===== config.mk =====
export PLATFORM = sky130hd
export DESIGN_NAME = ulpi_phy_startup_sequencer_flat
export DESIGN_NICKNAME = d
export VERILOG_FILES = /design/src/shared/startup_pkg.sv /design/src/shared/startup_if.sv /design/src/design/ulpi_phy_startup_sequencer.sv /design/src/flat_wrapper.sv
export SDC_FILE = /design/constraint.sdc
export NUM_CORES = 1
export LEC_CHECK = 0
export ABC_AREA = 0
export BUFFER_PORTS_ARGS = -buffer_cell sky130_fd_sc_hd__buf_2
export CAP_MARGIN = 20
export CORE_MARGIN = 2
export CORE_UTILIZATION = 35
export DETAILED_ROUTE_END_ITERATION = 8
export PLACE_DENSITY_LB_ADDON = 0.1
export RECOVER_POWER = 25
export SETUP_SLACK_MARGIN = 0.02
export SLEW_MARGIN = 20
export SYNTH_ARGS = -nofsm -noshare
export SYNTH_HDL_FRONTEND = slang
export SYNTH_SLANG_ARGS = --single-unit

===== constraint.sdc =====
create_clock -name SYS_CLK -period 1.4 [get_ports SYS_CLK]
set_input_delay 0.14 -clock SYS_CLK [delete_from_list [all_inputs] [get_ports SYS_CLK]]
set_output_delay 0.14 -clock SYS_CLK [all_outputs]
set_load 0.05 [all_outputs]

===== src/shared/startup_pkg.sv =====
/*
 Shared constants and state types for the transceiver start-up sequencer and its link-side partner.
 Assumes both ends run on their own 40 MHz SYS_CLK and meet through startup_if.
*/
package startup_pkg;
    // ------------------------------------------------------------
    // Bus and timing
    // ------------------------------------------------------------
    localparam int DATA_W = 8;
    localparam logic [7:0] ULPI_IDLE = 8'h00;
    localparam int SYS_CLK_PERIOD_NS = 25;
    localparam int REF_CLOCK_KHZ = 19200;
    localparam int LINK_CLOCK_KHZ = 60000;
    localparam int RESET_LOW_MIN_NS = 1000;
    localparam int RESET_LOW_MIN_CYC = (RESET_LOW_MIN_NS + SYS_CLK_PERIOD_NS - 1) / SYS_CLK_PERIOD_NS;
    localparam int LOCK_EDGES_DEF = 16;
    localparam int REF_TIMEOUT_DEF = 8;
    localparam int CLK_HALF_LOCKED_DEF = 1;
    localparam int CLK_HALF_MIN_DEF = 4;
    localparam int REF_HALF_DEF = 1;
    localparam int STP_HOLD_EDGES = 2;

    // ------------------------------------------------------------
    // States
    // ------------------------------------------------------------
    typedef enum logic [5:0] {
        PS_OFF = 6'h01, PS_STANDBY = 6'h02, PS_WAIT_LOCK = 6'h04,
        PS_WAIT_STP = 6'h08, PS_RUN = 6'h10, PS_LOWPWR = 6'h20
    } phy_state_t;

    typedef enum logic [6:0] {
        LS_HOLD = 7'h01, LS_START = 7'h02, LS_TURN = 7'h04, LS_ACTIVE = 7'h08,
        LS_SLEEP = 7'h10, LS_DOZE = 7'h20, LS_WAKE = 7'h40
    } link_state_t;
endpackage : startup_pkg


===== src/shared/startup_if.sv =====
/*
 Pins between the transceiver and the link controller, one modport per party.
 Assumes the bench joins both ends; the shared data wire is resolved here from the enables.
*/
`timescale 1ns/1ps
interface startup_if;
    logic link_clock_out;
    logic ref_clock_in;
    logic chip_reset_n;
    logic dir;
    logic stp;
    logic sleep_req;
    logic auto_resume_wr;
    logic [startup_pkg::DATA_W-1:0] phy_data_out;
    logic phy_data_oe;
    logic [startup_pkg::DATA_W-1:0] link_data_out;
    logic link_data_oe;
    logic [startup_pkg::DATA_W-1:0] data;

    // Undriven bus reads as idle
    assign data = phy_data_oe ? phy_data_out : (link_data_oe ? link_data_out : startup_pkg::ULPI_IDLE);

    modport phy(output link_clock_out, dir, phy_data_out, phy_data_oe,
                input ref_clock_in, chip_reset_n, stp, sleep_req, auto_resume_wr, data);
    modport link(input link_clock_out, dir, phy_data_out, phy_data_oe, data,
                 output ref_clock_in, chip_reset_n, stp, sleep_req, auto_resume_wr, link_data_out, link_data_oe);
endinterface : startup_if


===== src/design/ulpi_phy_startup_sequencer.sv =====
/*
 Transceiver end: reset release, reference-clock lock model, DIR/STP start-up handshake,
 link clock generation and supply-dependent mode outputs.
 Assumes every pin from the link and every supply flag is asynchronous to SYS_CLK.
*/
// Notes on behaviour
// - Lock timing uses reference rising edges only.
// - Link clock derived, no phase relation required.
// - Leave reset when power-on and pin high.
// - Drive idle, hold DIR until locked.
// - After lock, see STP low before releasing.
// - STP held high keeps DIR asserted.
// - Link drives idle cycle after DIR falls.
// - Reset pin synchronised before sequencing starts.
// - Start-up interval begins at first reference edge.
// - Reference clock during reset starts nothing.
// - Reset pin low restores defaults everywhere except ANALOG_HIGH_ON, which still follows the supplies.
// - Link always drives reset pin.
// - Link holds reset until core stable.
// - Reset enters synchronous mode, auto-resume cleared.
// - Host link sets auto-resume after start-up.
// - Reference stops only after final write.
// - STP wakes low power, reference restarts.
// - Reference loss drops lock, clock to minimum.
// - No high supply: register access only.
// - No core supply: link side inactive.
`timescale 1ns/1ps
module ulpi_phy_startup_sequencer #(
    parameter int LOCK_EDGES = startup_pkg::LOCK_EDGES_DEF,
    parameter int REF_TIMEOUT = startup_pkg::REF_TIMEOUT_DEF,
    parameter int CLK_HALF_LOCKED = startup_pkg::CLK_HALF_LOCKED_DEF,
    parameter int CLK_HALF_MIN = startup_pkg::CLK_HALF_MIN_DEF
) (
    // Clock and reset
    input wire logic SYS_CLK,
    input wire logic RST_B,
    // Link pins
    startup_if.phy LINK,
    // Supply monitors
    input wire logic CORE_SUPPLY_GOOD,
    input wire logic IO_HIGH_SUPPLY_GOOD,
    // Status
    output logic PLL_LOCKED,
    output logic LINK_READY,
    output logic REG_ACCESS_ONLY,
    output logic FULL_USB_ACTIVE,
    output logic ANALOG_HIGH_ON,
    output logic HOST_RESUME_AUTO_REPLY
);
    localparam int LW = $clog2(LOCK_EDGES + 1);
    localparam int TW = $clog2(REF_TIMEOUT + 1);
    localparam int HW = $clog2(CLK_HALF_MIN + 1);
    localparam logic [LW-1:0] LOCK_FULL = LW'(LOCK_EDGES);
    localparam logic [TW-1:0] TIMEOUT = TW'(REF_TIMEOUT);
    localparam logic [HW-1:0] HALF_FAST = HW'(CLK_HALF_LOCKED - 1);
    localparam logic [HW-1:0] HALF_SLOW = HW'(CLK_HALF_MIN - 1);

    if (LOCK_EDGES < 1 || REF_TIMEOUT < 2 || CLK_HALF_LOCKED < 1 || CLK_HALF_MIN < CLK_HALF_LOCKED) begin : g_bad_params
        $error("ulpi_phy_startup_sequencer: bad parameters");
    end

    // ------------------------------------------------------------
    // Input synchronisers
    // ------------------------------------------------------------
    // Bit order: core, io_high, reset pin, ref clock, stp, sleep, auto-resume write
    localparam int NS = 7;
    logic [NS-1:0] raw_in;
    logic [NS-1:0] sync1_q;
    logic [NS-1:0] sync2_q;
    logic ref_prev_q;
    assign raw_in = {CORE_SUPPLY_GOOD, IO_HIGH_SUPPLY_GOOD, LINK.chip_reset_n, LINK.ref_clock_in,
                     LINK.stp, LINK.sleep_req, LINK.auto_resume_wr};

    always_ff @(posedge SYS_CLK or negedge RST_B) begin
        if (!RST_B) begin
            sync1_q <= '0;
            sync2_q <= '0;
            ref_prev_q <= 1'b0;
        end else begin
            sync1_q <= raw_in;
            sync2_q <= sync1_q;
            ref_prev_q <= sync2_q[3];
        end
    end

    logic core_ok, io_ok, pin_high, ref_level, stp_in, sleep_in, aw_in, ref_rise;
    assign core_ok = sync2_q[6];
    assign io_ok = sync2_q[5];
    assign pin_high = sync2_q[4];
    assign ref_level = sync2_q[3];
    assign stp_in = sync2_q[2];
    assign sleep_in = sync2_q[1];
    assign aw_in = sync2_q[0];
    assign ref_rise = ref_level & ~ref_prev_q;

    // ------------------------------------------------------------
    // Sequencer and lock model
    // ------------------------------------------------------------
    startup_pkg::phy_state_t state_q, state_d;
    logic [LW-1:0] lock_cnt_q, lock_cnt_d;
    logic [TW-1:0] idle_cnt_q, idle_cnt_d;
    logic locked_q, locked_d;
    logic dir_q, dir_d;
    logic data_oe_q, data_oe_d;
    logic auto_q, auto_d;
    logic ready_q, ready_d;
    logic reg_only_q, reg_only_d;
    logic full_q, full_d;
    logic analog_q, analog_d;

    always_comb begin
        state_d = state_q;
        lock_cnt_d = lock_cnt_q;
        idle_cnt_d = idle_cnt_q;
        auto_d = auto_q;
        if (ref_rise) begin
            idle_cnt_d = '0;
            if (lock_cnt_q != LOCK_FULL)
                lock_cnt_d = lock_cnt_q + LW'(1);
        end else if (idle_cnt_q == TIMEOUT) begin
            lock_cnt_d = '0;
        end else begin
            idle_cnt_d = idle_cnt_q + TW'(1);
        end
        if (!core_ok) begin
            state_d = startup_pkg::PS_OFF;
        end else if (!pin_high) begin
            state_d = startup_pkg::PS_STANDBY;
        end else begin
            unique case (state_q)
                startup_pkg::PS_OFF, startup_pkg::PS_STANDBY: begin
                    state_d = startup_pkg::PS_WAIT_LOCK;
                end
                startup_pkg::PS_WAIT_LOCK: begin
                    if (locked_q)
                        state_d = startup_pkg::PS_WAIT_STP;
                end
                startup_pkg::PS_WAIT_STP: begin
                    if (!locked_q)
                        state_d = startup_pkg::PS_WAIT_LOCK;
                    else if (!stp_in)
                        state_d = startup_pkg::PS_RUN;
                end
                startup_pkg::PS_RUN: begin
                    if (sleep_in)
                        state_d = startup_pkg::PS_LOWPWR;
                    if (aw_in)
                        auto_d = 1'b1;
                end
                startup_pkg::PS_LOWPWR: begin
                    if (stp_in)
                        state_d = startup_pkg::PS_WAIT_LOCK;
                end
                default: state_d = startup_pkg::PS_OFF;
            endcase
        end
        // Lock cannot begin before reset release
        if (state_d == startup_pkg::PS_OFF || state_d == startup_pkg::PS_STANDBY) begin
            lock_cnt_d = '0;
            idle_cnt_d = '0;
            auto_d = 1'b0;
        end
        locked_d = (lock_cnt_d == LOCK_FULL);
        dir_d = state_d inside {startup_pkg::PS_WAIT_LOCK, startup_pkg::PS_WAIT_STP, startup_pkg::PS_LOWPWR};
        data_oe_d = state_d inside {startup_pkg::PS_WAIT_LOCK, startup_pkg::PS_WAIT_STP};
        ready_d = (state_d == startup_pkg::PS_RUN);
        reg_only_d = ready_d & ~io_ok;
        full_d = ready_d & io_ok;
        analog_d = core_ok & io_ok;
    end

    always_ff @(posedge SYS_CLK or negedge RST_B) begin
        if (!RST_B) begin
            state_q <= startup_pkg::PS_OFF;
            lock_cnt_q <= '0;
            idle_cnt_q <= '0;
            locked_q <= 1'b0;
            dir_q <= 1'b0;
            data_oe_q <= 1'b0;
            auto_q <= 1'b0;
            ready_q <= 1'b0;
            reg_only_q <= 1'b0;
            full_q <= 1'b0;
            analog_q <= 1'b0;
        end else begin
            state_q <= state_d;
            lock_cnt_q <= lock_cnt_d;
            idle_cnt_q <= idle_cnt_d;
            locked_q <= locked_d;
            dir_q <= dir_d;
            data_oe_q <= data_oe_d;
            auto_q <= auto_d;
            ready_q <= ready_d;
            reg_only_q <= reg_only_d;
            full_q <= full_d;
            analog_q <= analog_d;
        end
    end

    // ------------------------------------------------------------
    // Link clock divider
    // ------------------------------------------------------------
    // Stands in for the PLL output; falls back to the slow half period when unlocked
    logic clk_q, clk_d;
    logic [HW-1:0] half_cnt_q, half_cnt_d;
    logic [HW-1:0] half_lim;

    always_comb begin
        half_lim = locked_q ? HALF_FAST : HALF_SLOW;
        clk_d = clk_q;
        half_cnt_d = half_cnt_q + HW'(1);
        if (!(state_q inside {startup_pkg::PS_WAIT_LOCK, startup_pkg::PS_WAIT_STP, startup_pkg::PS_RUN})) begin
            clk_d = 1'b0;
            half_cnt_d = '0;
        end else if (half_cnt_q >= half_lim) begin
            clk_d = ~clk_q;
            half_cnt_d = '0;
        end
    end

    always_ff @(posedge SYS_CLK or negedge RST_B) begin
        if (!RST_B) begin
            clk_q <= 1'b0;
            half_cnt_q <= '0;
        end else begin
            clk_q <= clk_d;
            half_cnt_q <= half_cnt_d;
        end
    end

    // ------------------------------------------------------------
    // Outputs
    // ------------------------------------------------------------
    assign LINK.link_clock_out = clk_q;
    assign LINK.dir = dir_q;
    assign LINK.phy_data_out = startup_pkg::ULPI_IDLE;
    assign LINK.phy_data_oe = data_oe_q;
    assign PLL_LOCKED = locked_q;
    assign LINK_READY = ready_q;
    assign REG_ACCESS_ONLY = reg_only_q;
    assign FULL_USB_ACTIVE = full_q;
    assign ANALOG_HIGH_ON = analog_q;
    assign HOST_RESUME_AUTO_REPLY = auto_q;
endmodule : ulpi_phy_startup_sequencer


===== src/flat_wrapper.sv =====
// flat-port wrapper written by rule: the top's interface ports become plain ports
module ulpi_phy_startup_sequencer_flat 
#(
    parameter int LOCK_EDGES = startup_pkg::LOCK_EDGES_DEF,
    parameter int REF_TIMEOUT = startup_pkg::REF_TIMEOUT_DEF,
    parameter int CLK_HALF_LOCKED = startup_pkg::CLK_HALF_LOCKED_DEF,
    parameter int CLK_HALF_MIN = startup_pkg::CLK_HALF_MIN_DEF
)
  (SYS_CLK, RST_B, CORE_SUPPLY_GOOD, IO_HIGH_SUPPLY_GOOD, PLL_LOCKED, LINK_READY, REG_ACCESS_ONLY, FULL_USB_ACTIVE, ANALOG_HIGH_ON, HOST_RESUME_AUTO_REPLY, LINK_link_clock_out, LINK_dir, LINK_phy_data_out, LINK_phy_data_oe, LINK_ref_clock_in, LINK_chip_reset_n, LINK_stp, LINK_sleep_req, LINK_auto_resume_wr);
  startup_if LINK_i ();
  input wire logic SYS_CLK;
  input wire logic RST_B;
  input wire logic CORE_SUPPLY_GOOD;
  input wire logic IO_HIGH_SUPPLY_GOOD;
  output logic PLL_LOCKED;
  output logic LINK_READY;
  output logic REG_ACCESS_ONLY;
  output logic FULL_USB_ACTIVE;
  output logic ANALOG_HIGH_ON;
  output logic HOST_RESUME_AUTO_REPLY;
  output wire logic [$bits(LINK_i.link_clock_out)-1:0] LINK_link_clock_out;
  output wire logic [$bits(LINK_i.dir)-1:0] LINK_dir;
  output wire logic [$bits(LINK_i.phy_data_out)-1:0] LINK_phy_data_out;
  output wire logic [$bits(LINK_i.phy_data_oe)-1:0] LINK_phy_data_oe;
  input wire logic [$bits(LINK_i.ref_clock_in)-1:0] LINK_ref_clock_in;
  input wire logic [$bits(LINK_i.chip_reset_n)-1:0] LINK_chip_reset_n;
  input wire logic [$bits(LINK_i.stp)-1:0] LINK_stp;
  input wire logic [$bits(LINK_i.sleep_req)-1:0] LINK_sleep_req;
  input wire logic [$bits(LINK_i.auto_resume_wr)-1:0] LINK_auto_resume_wr;
  assign LINK_link_clock_out = LINK_i.link_clock_out;
  assign LINK_dir = LINK_i.dir;
  assign LINK_phy_data_out = LINK_i.phy_data_out;
  assign LINK_phy_data_oe = LINK_i.phy_data_oe;
  assign LINK_i.ref_clock_in = LINK_ref_clock_in;
  assign LINK_i.chip_reset_n = LINK_chip_reset_n;
  assign LINK_i.stp = LINK_stp;
  assign LINK_i.sleep_req = LINK_sleep_req;
  assign LINK_i.auto_resume_wr = LINK_auto_resume_wr;
  ulpi_phy_startup_sequencer #(.LOCK_EDGES(LOCK_EDGES), .REF_TIMEOUT(REF_TIMEOUT), .CLK_HALF_LOCKED(CLK_HALF_LOCKED), .CLK_HALF_MIN(CLK_HALF_MIN)) u_core (.SYS_CLK(SYS_CLK), .RST_B(RST_B), .LINK(LINK_i), .CORE_SUPPLY_GOOD(CORE_SUPPLY_GOOD), .IO_HIGH_SUPPLY_GOOD(IO_HIGH_SUPPLY_GOOD), .PLL_LOCKED(PLL_LOCKED), .LINK_READY(LINK_READY), .REG_ACCESS_ONLY(REG_ACCESS_ONLY), .FULL_USB_ACTIVE(FULL_USB_ACTIVE), .ANALOG_HIGH_ON(ANALOG_HIGH_ON), .HOST_RESUME_AUTO_REPLY(HOST_RESUME_AUTO_REPLY));
endmodule

# == Word-level counts from Yosys, hierarchy flattened ==
# Cells that the tools add are included.
# classes
addsub,3
n_lt_le_gt_ge,1
eq_ne,17
muxes,25
n_bitwise,7
n_reduce_logical,10
# ops
op,count
6-bit two-way mux,7
6-bit one-hot mux with 5 select lines,1
5-bit two-way mux,4
6-bit by 1-bit equality test with 1-bit output (second input constant),2
6-bit by 2-bit equality test with 1-bit output (second input constant),2
6-bit by 3-bit equality test with 1-bit output (second input constant),2
6-bit by 4-bit equality test with 1-bit output (second input constant),2
6-bit by 5-bit equality test with 1-bit output (second input constant),2
6-bit equality test (second input constant),2
4-bit two-way mux,3
2-bit nonzero test,5
1-bit two-way mux,7
3-bit two-way mux,2
3-bit nonzero test,2
5-bit by 1-bit adder with 5-bit output (second input constant),1
5-bit equality test (second input constant),1
5-bit inequality test (second input constant),1
4-bit by 1-bit adder with 4-bit output (second input constant),1
1-bit bitwise AND,4
4-bit equality test (second input constant),1
4-bit AND reduction,1
3-bit by 1-bit adder with 3-bit output (second input constant),1
3-bit >= comparator,1
3-bit by 2-bit inequality test with 1-bit output (second input constant),1
other kinds (5),7
# totals
reg_bits,42
wordCells,79

# == Depth between registers and ports, before layout ==
# logic_depth
word_depth,9
ltp_mapped,7
depth_no_buf,7

# == Least setup slack after synthesis ==
# Ideal clock, no wire load.
# synth_path
path_kind,register -> register
from,"register u_core.locked_q, in the netlist u_core.PLL_LOCKED"
to,register u_core.half_cnt_q[0]
arrival_time_ns,1.802
setup_slack_ns,-0.468
path_stages_with_launch,7
n_path_buf,0
synth_period_minus_slack_ns,1.868
cell_sequence,dfrtp_1 inv_1 ha_1 nand2b_1 a211oi_1 nor2b_1 and2_1
# synth_between
elab_chain_len,4
# synth_lines
element,line_no,source
start: declaration,ulpi_phy_startup_sequencer.sv:102,"logic locked_q, locked_d;"
start signal: assignment,ulpi_phy_startup_sequencer.sv:189,locked_q <= locked_d;
2-bit two-way mux,ulpi_phy_startup_sequencer.sv:209,half_lim = locked_q ? HALF_FAST : HALF_SLOW;
3-bit >= comparator,ulpi_phy_startup_sequencer.sv:215,end else if (half_cnt_q >= half_lim) begin
3-bit two-way mux,ulpi_phy_startup_sequencer.sv:215,
3-bit two-way mux,ulpi_phy_startup_sequencer.sv:212,"if (!(state_q inside {startup_pkg::PS_WAIT_LOCK, startup_pkg::PS_WAIT_STP, startup_pkg::PS_RUN})) begin"
net u_core.half_cnt_d[0],ulpi_phy_startup_sequencer.sv:205,"logic [HW-1:0] half_cnt_q, half_cnt_d;"
end signal: assignment,ulpi_phy_startup_sequencer.sv:227,half_cnt_q <= half_cnt_d;
end: declaration,ulpi_phy_startup_sequencer.sv:205,
# The timed path passes the listed nets, and every way through them passes these cells.
# A chain may end at the register's enable or synchronous reset.

# == Worst setup path in the final report ==
# layout_path
from,register u_core.state_q[0]
to,"register u_core.locked_q, in the netlist u_core.PLL_LOCKED"
# layout_between
elab_chain_len,9
elab_cells_between_ends,20
cone_classes,9 x eq/ne; 9 x mux; 2 x reduce/logical
# layout_lines
element,line_no,source
start: declaration,ulpi_phy_startup_sequencer.sv:99,"startup_pkg::phy_state_t state_q, state_d;"
start signal: assignment,ulpi_phy_startup_sequencer.sv:174,state_q <= startup_pkg::PS_OFF;
start signal: assignment,ulpi_phy_startup_sequencer.sv:186,state_q <= state_d;
6-bit by 1-bit equality test with 1-bit output (tied with other cells),ulpi_phy_startup_sequencer.sv:130,unique case (state_q)
2-bit OR reduction / 6-bit two-way mux (equally long branches),"ulpi_phy_startup_sequencer.sv:130, ulpi_phy_startup_sequencer.sv:139",
6-bit one-hot mux with 5 select lines (*),ulpi_phy_startup_sequencer.sv:130,
6-bit two-way mux (*),ulpi_phy_startup_sequencer.sv:127,end else if (!pin_high) begin
6-bit two-way mux (*),ulpi_phy_startup_sequencer.sv:125,if (!core_ok) begin
6-bit by 1-bit equality test with 1-bit output / 6-bit by 2-bit equality test with 1-bit output (equally long branches),ulpi_phy_startup_sequencer.sv:158,if (state_d == startup_pkg::PS_OFF || state_d == startup_pkg::PS_STANDBY) begin
1-bit logical OR (*),ulpi_phy_startup_sequencer.sv:158,
5-bit two-way mux (*),ulpi_phy_startup_sequencer.sv:158,
net u_core.lock_cnt_d[4],ulpi_phy_startup_sequencer.sv:100,"logic [LW-1:0] lock_cnt_q, lock_cnt_d;"
5-bit equality test (*),ulpi_phy_startup_sequencer.sv:163,locked_d = (lock_cnt_d == LOCK_FULL);
net u_core.locked_d,ulpi_phy_startup_sequencer.sv:102,
# The timed path passes the listed nets; every way through them passes the cells marked *.

==> flow_summary.yaml <==
timing:
  relSlewSlack: 0.6510
  fmax_ghz: 0.6357
  setup_tns_ps: -2013
  maxSlewViolCount: 0
  tightest_slew_ps: 523.4
  clock_skew_ps: 6.299
  grt_setup_unrepaired: "true"
  finalHoldViolCount: 0
  fin_crit_sh: 1.124
  setup_viol_count_final: 20
  fin_ws_ps: -173.0
  min_period_ps: 1573
synth:
  ys_ff_latch: 42
  synth_cell_types: 38
  synth_area_mm2: 0.001892
  syn-instance-count: 177
  seq_area_frac_synth: 0.5562
  yosysWarnings: 0
  avgSynthCellArea_um2: 10.69
route:
  drt-initial-drc-count: 45
  vias: 1478
  drc: 0
  wire_per_inst_um: 12.81
  first_pass_iters: 4
  viasPerCell: 4.692
  antenna_left: 0
  wl_mm: 4.036
die:
  ios: 26
  design.core.area_mm2: 0.005172
  die_y_um: 77.52
  start_util: 0.3657
  dieWidth_um: 77.52
  num_rows: 26
  dieArea_mm2: 0.006009
setup_path:
  critPathMaxStageDelay_ps: 590
  critPathMaxFanout: 5
  worstPathArrival_ps: 1800
  cp_top_family: "flip-flops"
  crit_chain: "xor2_1 -> mux2i_1 -> o22a_2 -> a311oi_2 -> and4b_1"
  path_depth: 5
  worstSetupEndpointType: "register"
  worstRegToRegCells: 5
  crit_slowest_cell: "dfstp_2"
  critPathBufInv: 0
  crit_start: "u_core.state_q[0]$_DFF_PN1_"
  start_kind: "register"
  crit_type: "register to register"
  critical_path_required_ps: 1620
  timing.rr.start: "u_core.state_q[0]$_DFF_PN1_"
cells_and_area:
  antenna_cells: 0
  drive_gt1_frac: 0.4245
  nFillCells: 459
  seq_area_mm2: 0.001059
  utilization: 0.5247
  layout-area-overhead-vs-synth_pct: 43.45
  design_area_mm2: 0.002714
  fin_nets: 260
  multiInputGateArea_um2: 920.9
grt:
  grt_start_max_net_pins: 36
  grt_pass1_wl_mm: 7.017
  antenna_found_initial: 0
  gr-total-overflow: 0
  grt_use_total: 0.1490
  grt_pass1_vias: 1538
placement:
  place_area_mm2: 0.002315
  hpwl_mm: 2.799
  place_congestion: 0.8890
  port_buffers: 17
clock_network:
  clock_latency_ps: 290
  cts_buffers: 5
  cts.clk_slew.worst_paths_ps: 80
  root_buffer: "clkbuf_8"
  clkSinkCount: 42
  clockBufferDepth: 2
  htree_levels: 2
  cts_tree: "done"
run:
  drv_cap: 0
pwr:
  power_density_mw_per_mm2: 936.7
  vdd_drop_max_v: 0.0004681
  p_leak_nw: 1.238
outcome:
  status: "finished with violations"
  violations: "setup timing"
min_path:
  holdCritPathClass: "primary input to async pin"
-- what timing repair did --
item | CTS | global route
pin swaps | 6 | 2
setup endpoints to repair | 24 | 24
cloned | 0 | 0
gates resized for setup | 22 | 11
hold buffers | 8 | 0
setup buffers | 7 | 3
endpoints found under the hold margin | 48 | 0
-- cell usage in the layout (no fill, tap or decap), types with 2 or more instances in the layout --
cell	count
ha_1	5
nor4b_4	2
inv_2	2
inv_1	6
buf_4	40
dfrtp_1	36
nor2_1	17
a311oi_2	2
buf_6	2
o21ai_0	5
a32oi_2	2
clkbuf_1	2
xor2_1	7
nor2_2	3
a21oi_1	5
clkbuf_8	5
and2_1	4
nand2_1	10
nor3_2	3
o211ai_1	2
nor2b_4	2
nand3_1	7
dlygate4sd3_1	8
a21oi_2	2
nand2b_4	2
conb_1	8
dfrtp_2	5
xnor2_1	3
nor2b_1	7
buf_2	16
-- through the flow --
| stage | worst slack, ps | hold slack [ps] | power, W | cells |
|---|---|---|---|---|
| after floorplan | -106.9 | -155.6 | 0.001482 | 184 |
| after global placement | -196.3 | 6.014 | 0.001563 | 290 |
| after detailed placement | -250.5 | 11.05 | 0.001570 | 290 |
| after CTS | -180.9 | 216.4 | 0.002579 | 312 |
| after global routing | -261.4 | 340.2 | 0.002693 | 315 |
| final | -173.0 | 320.3 | 0.002542 | 315 |
-- layer usage --
layer	part of all wire	wire (um)	track usage
met4	0.013	52	0.04464
met1	0.41	1661	0.1709
met3	0.030	120	0.03837
met2	0.55	2202	0.2713
met5	0	0	0
-- synth_stat cells (all sizes together) --
| cell type | n | area (um2) |
|---|---|---|
| a211oi | 1 | 7.510 |
| a21boi | 1 | 7.510 |
| a21oi | 7 | 35.03 |
| a311oi | 2 | 23.77 |
| a31oi | 1 | 6.260 |
| a32oi | 2 | 17.52 |
| and2 | 5 | 31.28 |
| and3 | 1 | 6.260 |
| and4b | 1 | 10.01 |
| and4bb | 1 | 12.51 |
| buf | 12 | 82.57 |
| clkbuf | 3 | 11.26 |
| conb | 1 | 3.750 |
| dfrtp | 41 | 1026 |
| dfstp | 1 | 26.28 |
| ha | 7 | 87.58 |
| inv | 8 | 30.03 |
| mux2i | 1 | 10.01 |
| nand2 | 11 | 41.29 |
| nand2b | 3 | 18.77 |
| nand3 | 7 | 35.03 |
| nand3b | 1 | 7.510 |
| nand4b | 1 | 8.760 |
| nor2 | 20 | 75.07 |
| nor2b | 9 | 56.30 |
| nor3 | 4 | 20.02 |
| nor3b | 1 | 7.510 |
| nor4 | 1 | 12.51 |
| nor4b | 2 | 17.52 |
| o211ai | 2 | 15.01 |
| o21ai | 6 | 30.03 |
| o22a | 1 | 8.760 |
| o22ai | 1 | 6.260 |
| o311ai | 1 | 8.760 |
| xnor2 | 3 | 26.28 |
| xor2 | 7 | 61.31 |
-- kinds of logic (layout without fill, tap and decap cells) --
family,after synthesis,count (layout),synth area share
fa+ha+maj,7,7,0.04629
mux,1,1,0.005291
other cells,1,8,0.001982
compound gates,25,25,0.08797
flops,42,42,0.5562
xor+xnor,10,10,0.04630
buf+inv,23,84,0.06547
simple gates,68,68,0.1905
-- final cells by class --
class | instances | area share
Inverter | 8 | 0.01107
Clock buffer | 6 | 0.02674
Multi-Input combinational cell | 119 | 0.3393
Timing Repair Buffer | 68 | 0.1867
Tap cell | 70 | 0.03227
Clock inverter | 2 | 0.01383
Sequential cell | 42 | 0.3900
-- registers in the layout, summed over array words and instances, names as in the netlist --
signal                         count
u_core.sync1_q                     7
u_core.sync2_q                     7
u_core.state_q                     6
u_core.lock_cnt_q                  5
u_core.idle_cnt_q                  4
u_core.half_cnt_q                  3
u_core.ANALOG_HIGH_ON              1
u_core.FULL_USB_ACTIVE             1
u_core.HOST_RESUME_AUTO_REPLY      1
u_core.LINK.dir                    1
u_core.LINK.link_clock_out         1
u_core.LINK.phy_data_oe            1
u_core.LINK_READY                  1
u_core.PLL_LOCKED                  1
u_core.REG_ACCESS_ONLY             1
u_core.ref_prev_q                  1
-- worst paths after layout --
path / slack, ps / endpoint
max: -170 / u_core.PLL_LOCKED$_DFF_PN0_
min: 320 / u_core.state_q[3]$_DFF_PN0_
max reg2reg: -170 / u_core.PLL_LOCKED$_DFF_PN0_
min reg2reg: 350 / u_core.sync2_q[3]$_DFF_PN0_
max in group asynchronous: 450 / u_core.state_q[0]$_DFF_PN1_
min in group SYS_CLK: 350 / u_core.sync2_q[3]$_DFF_PN0_
-- report_power, final --
part / total (W) / internal [W] / switching [W]
combinational: 0.000325 / 0.000134 / 0.000190
clock: 0.000937 / 0.000532 / 0.000405
sequential: 0.00128 / 0.00125 / 0.0000294
(Power assumes the default switching activity.)
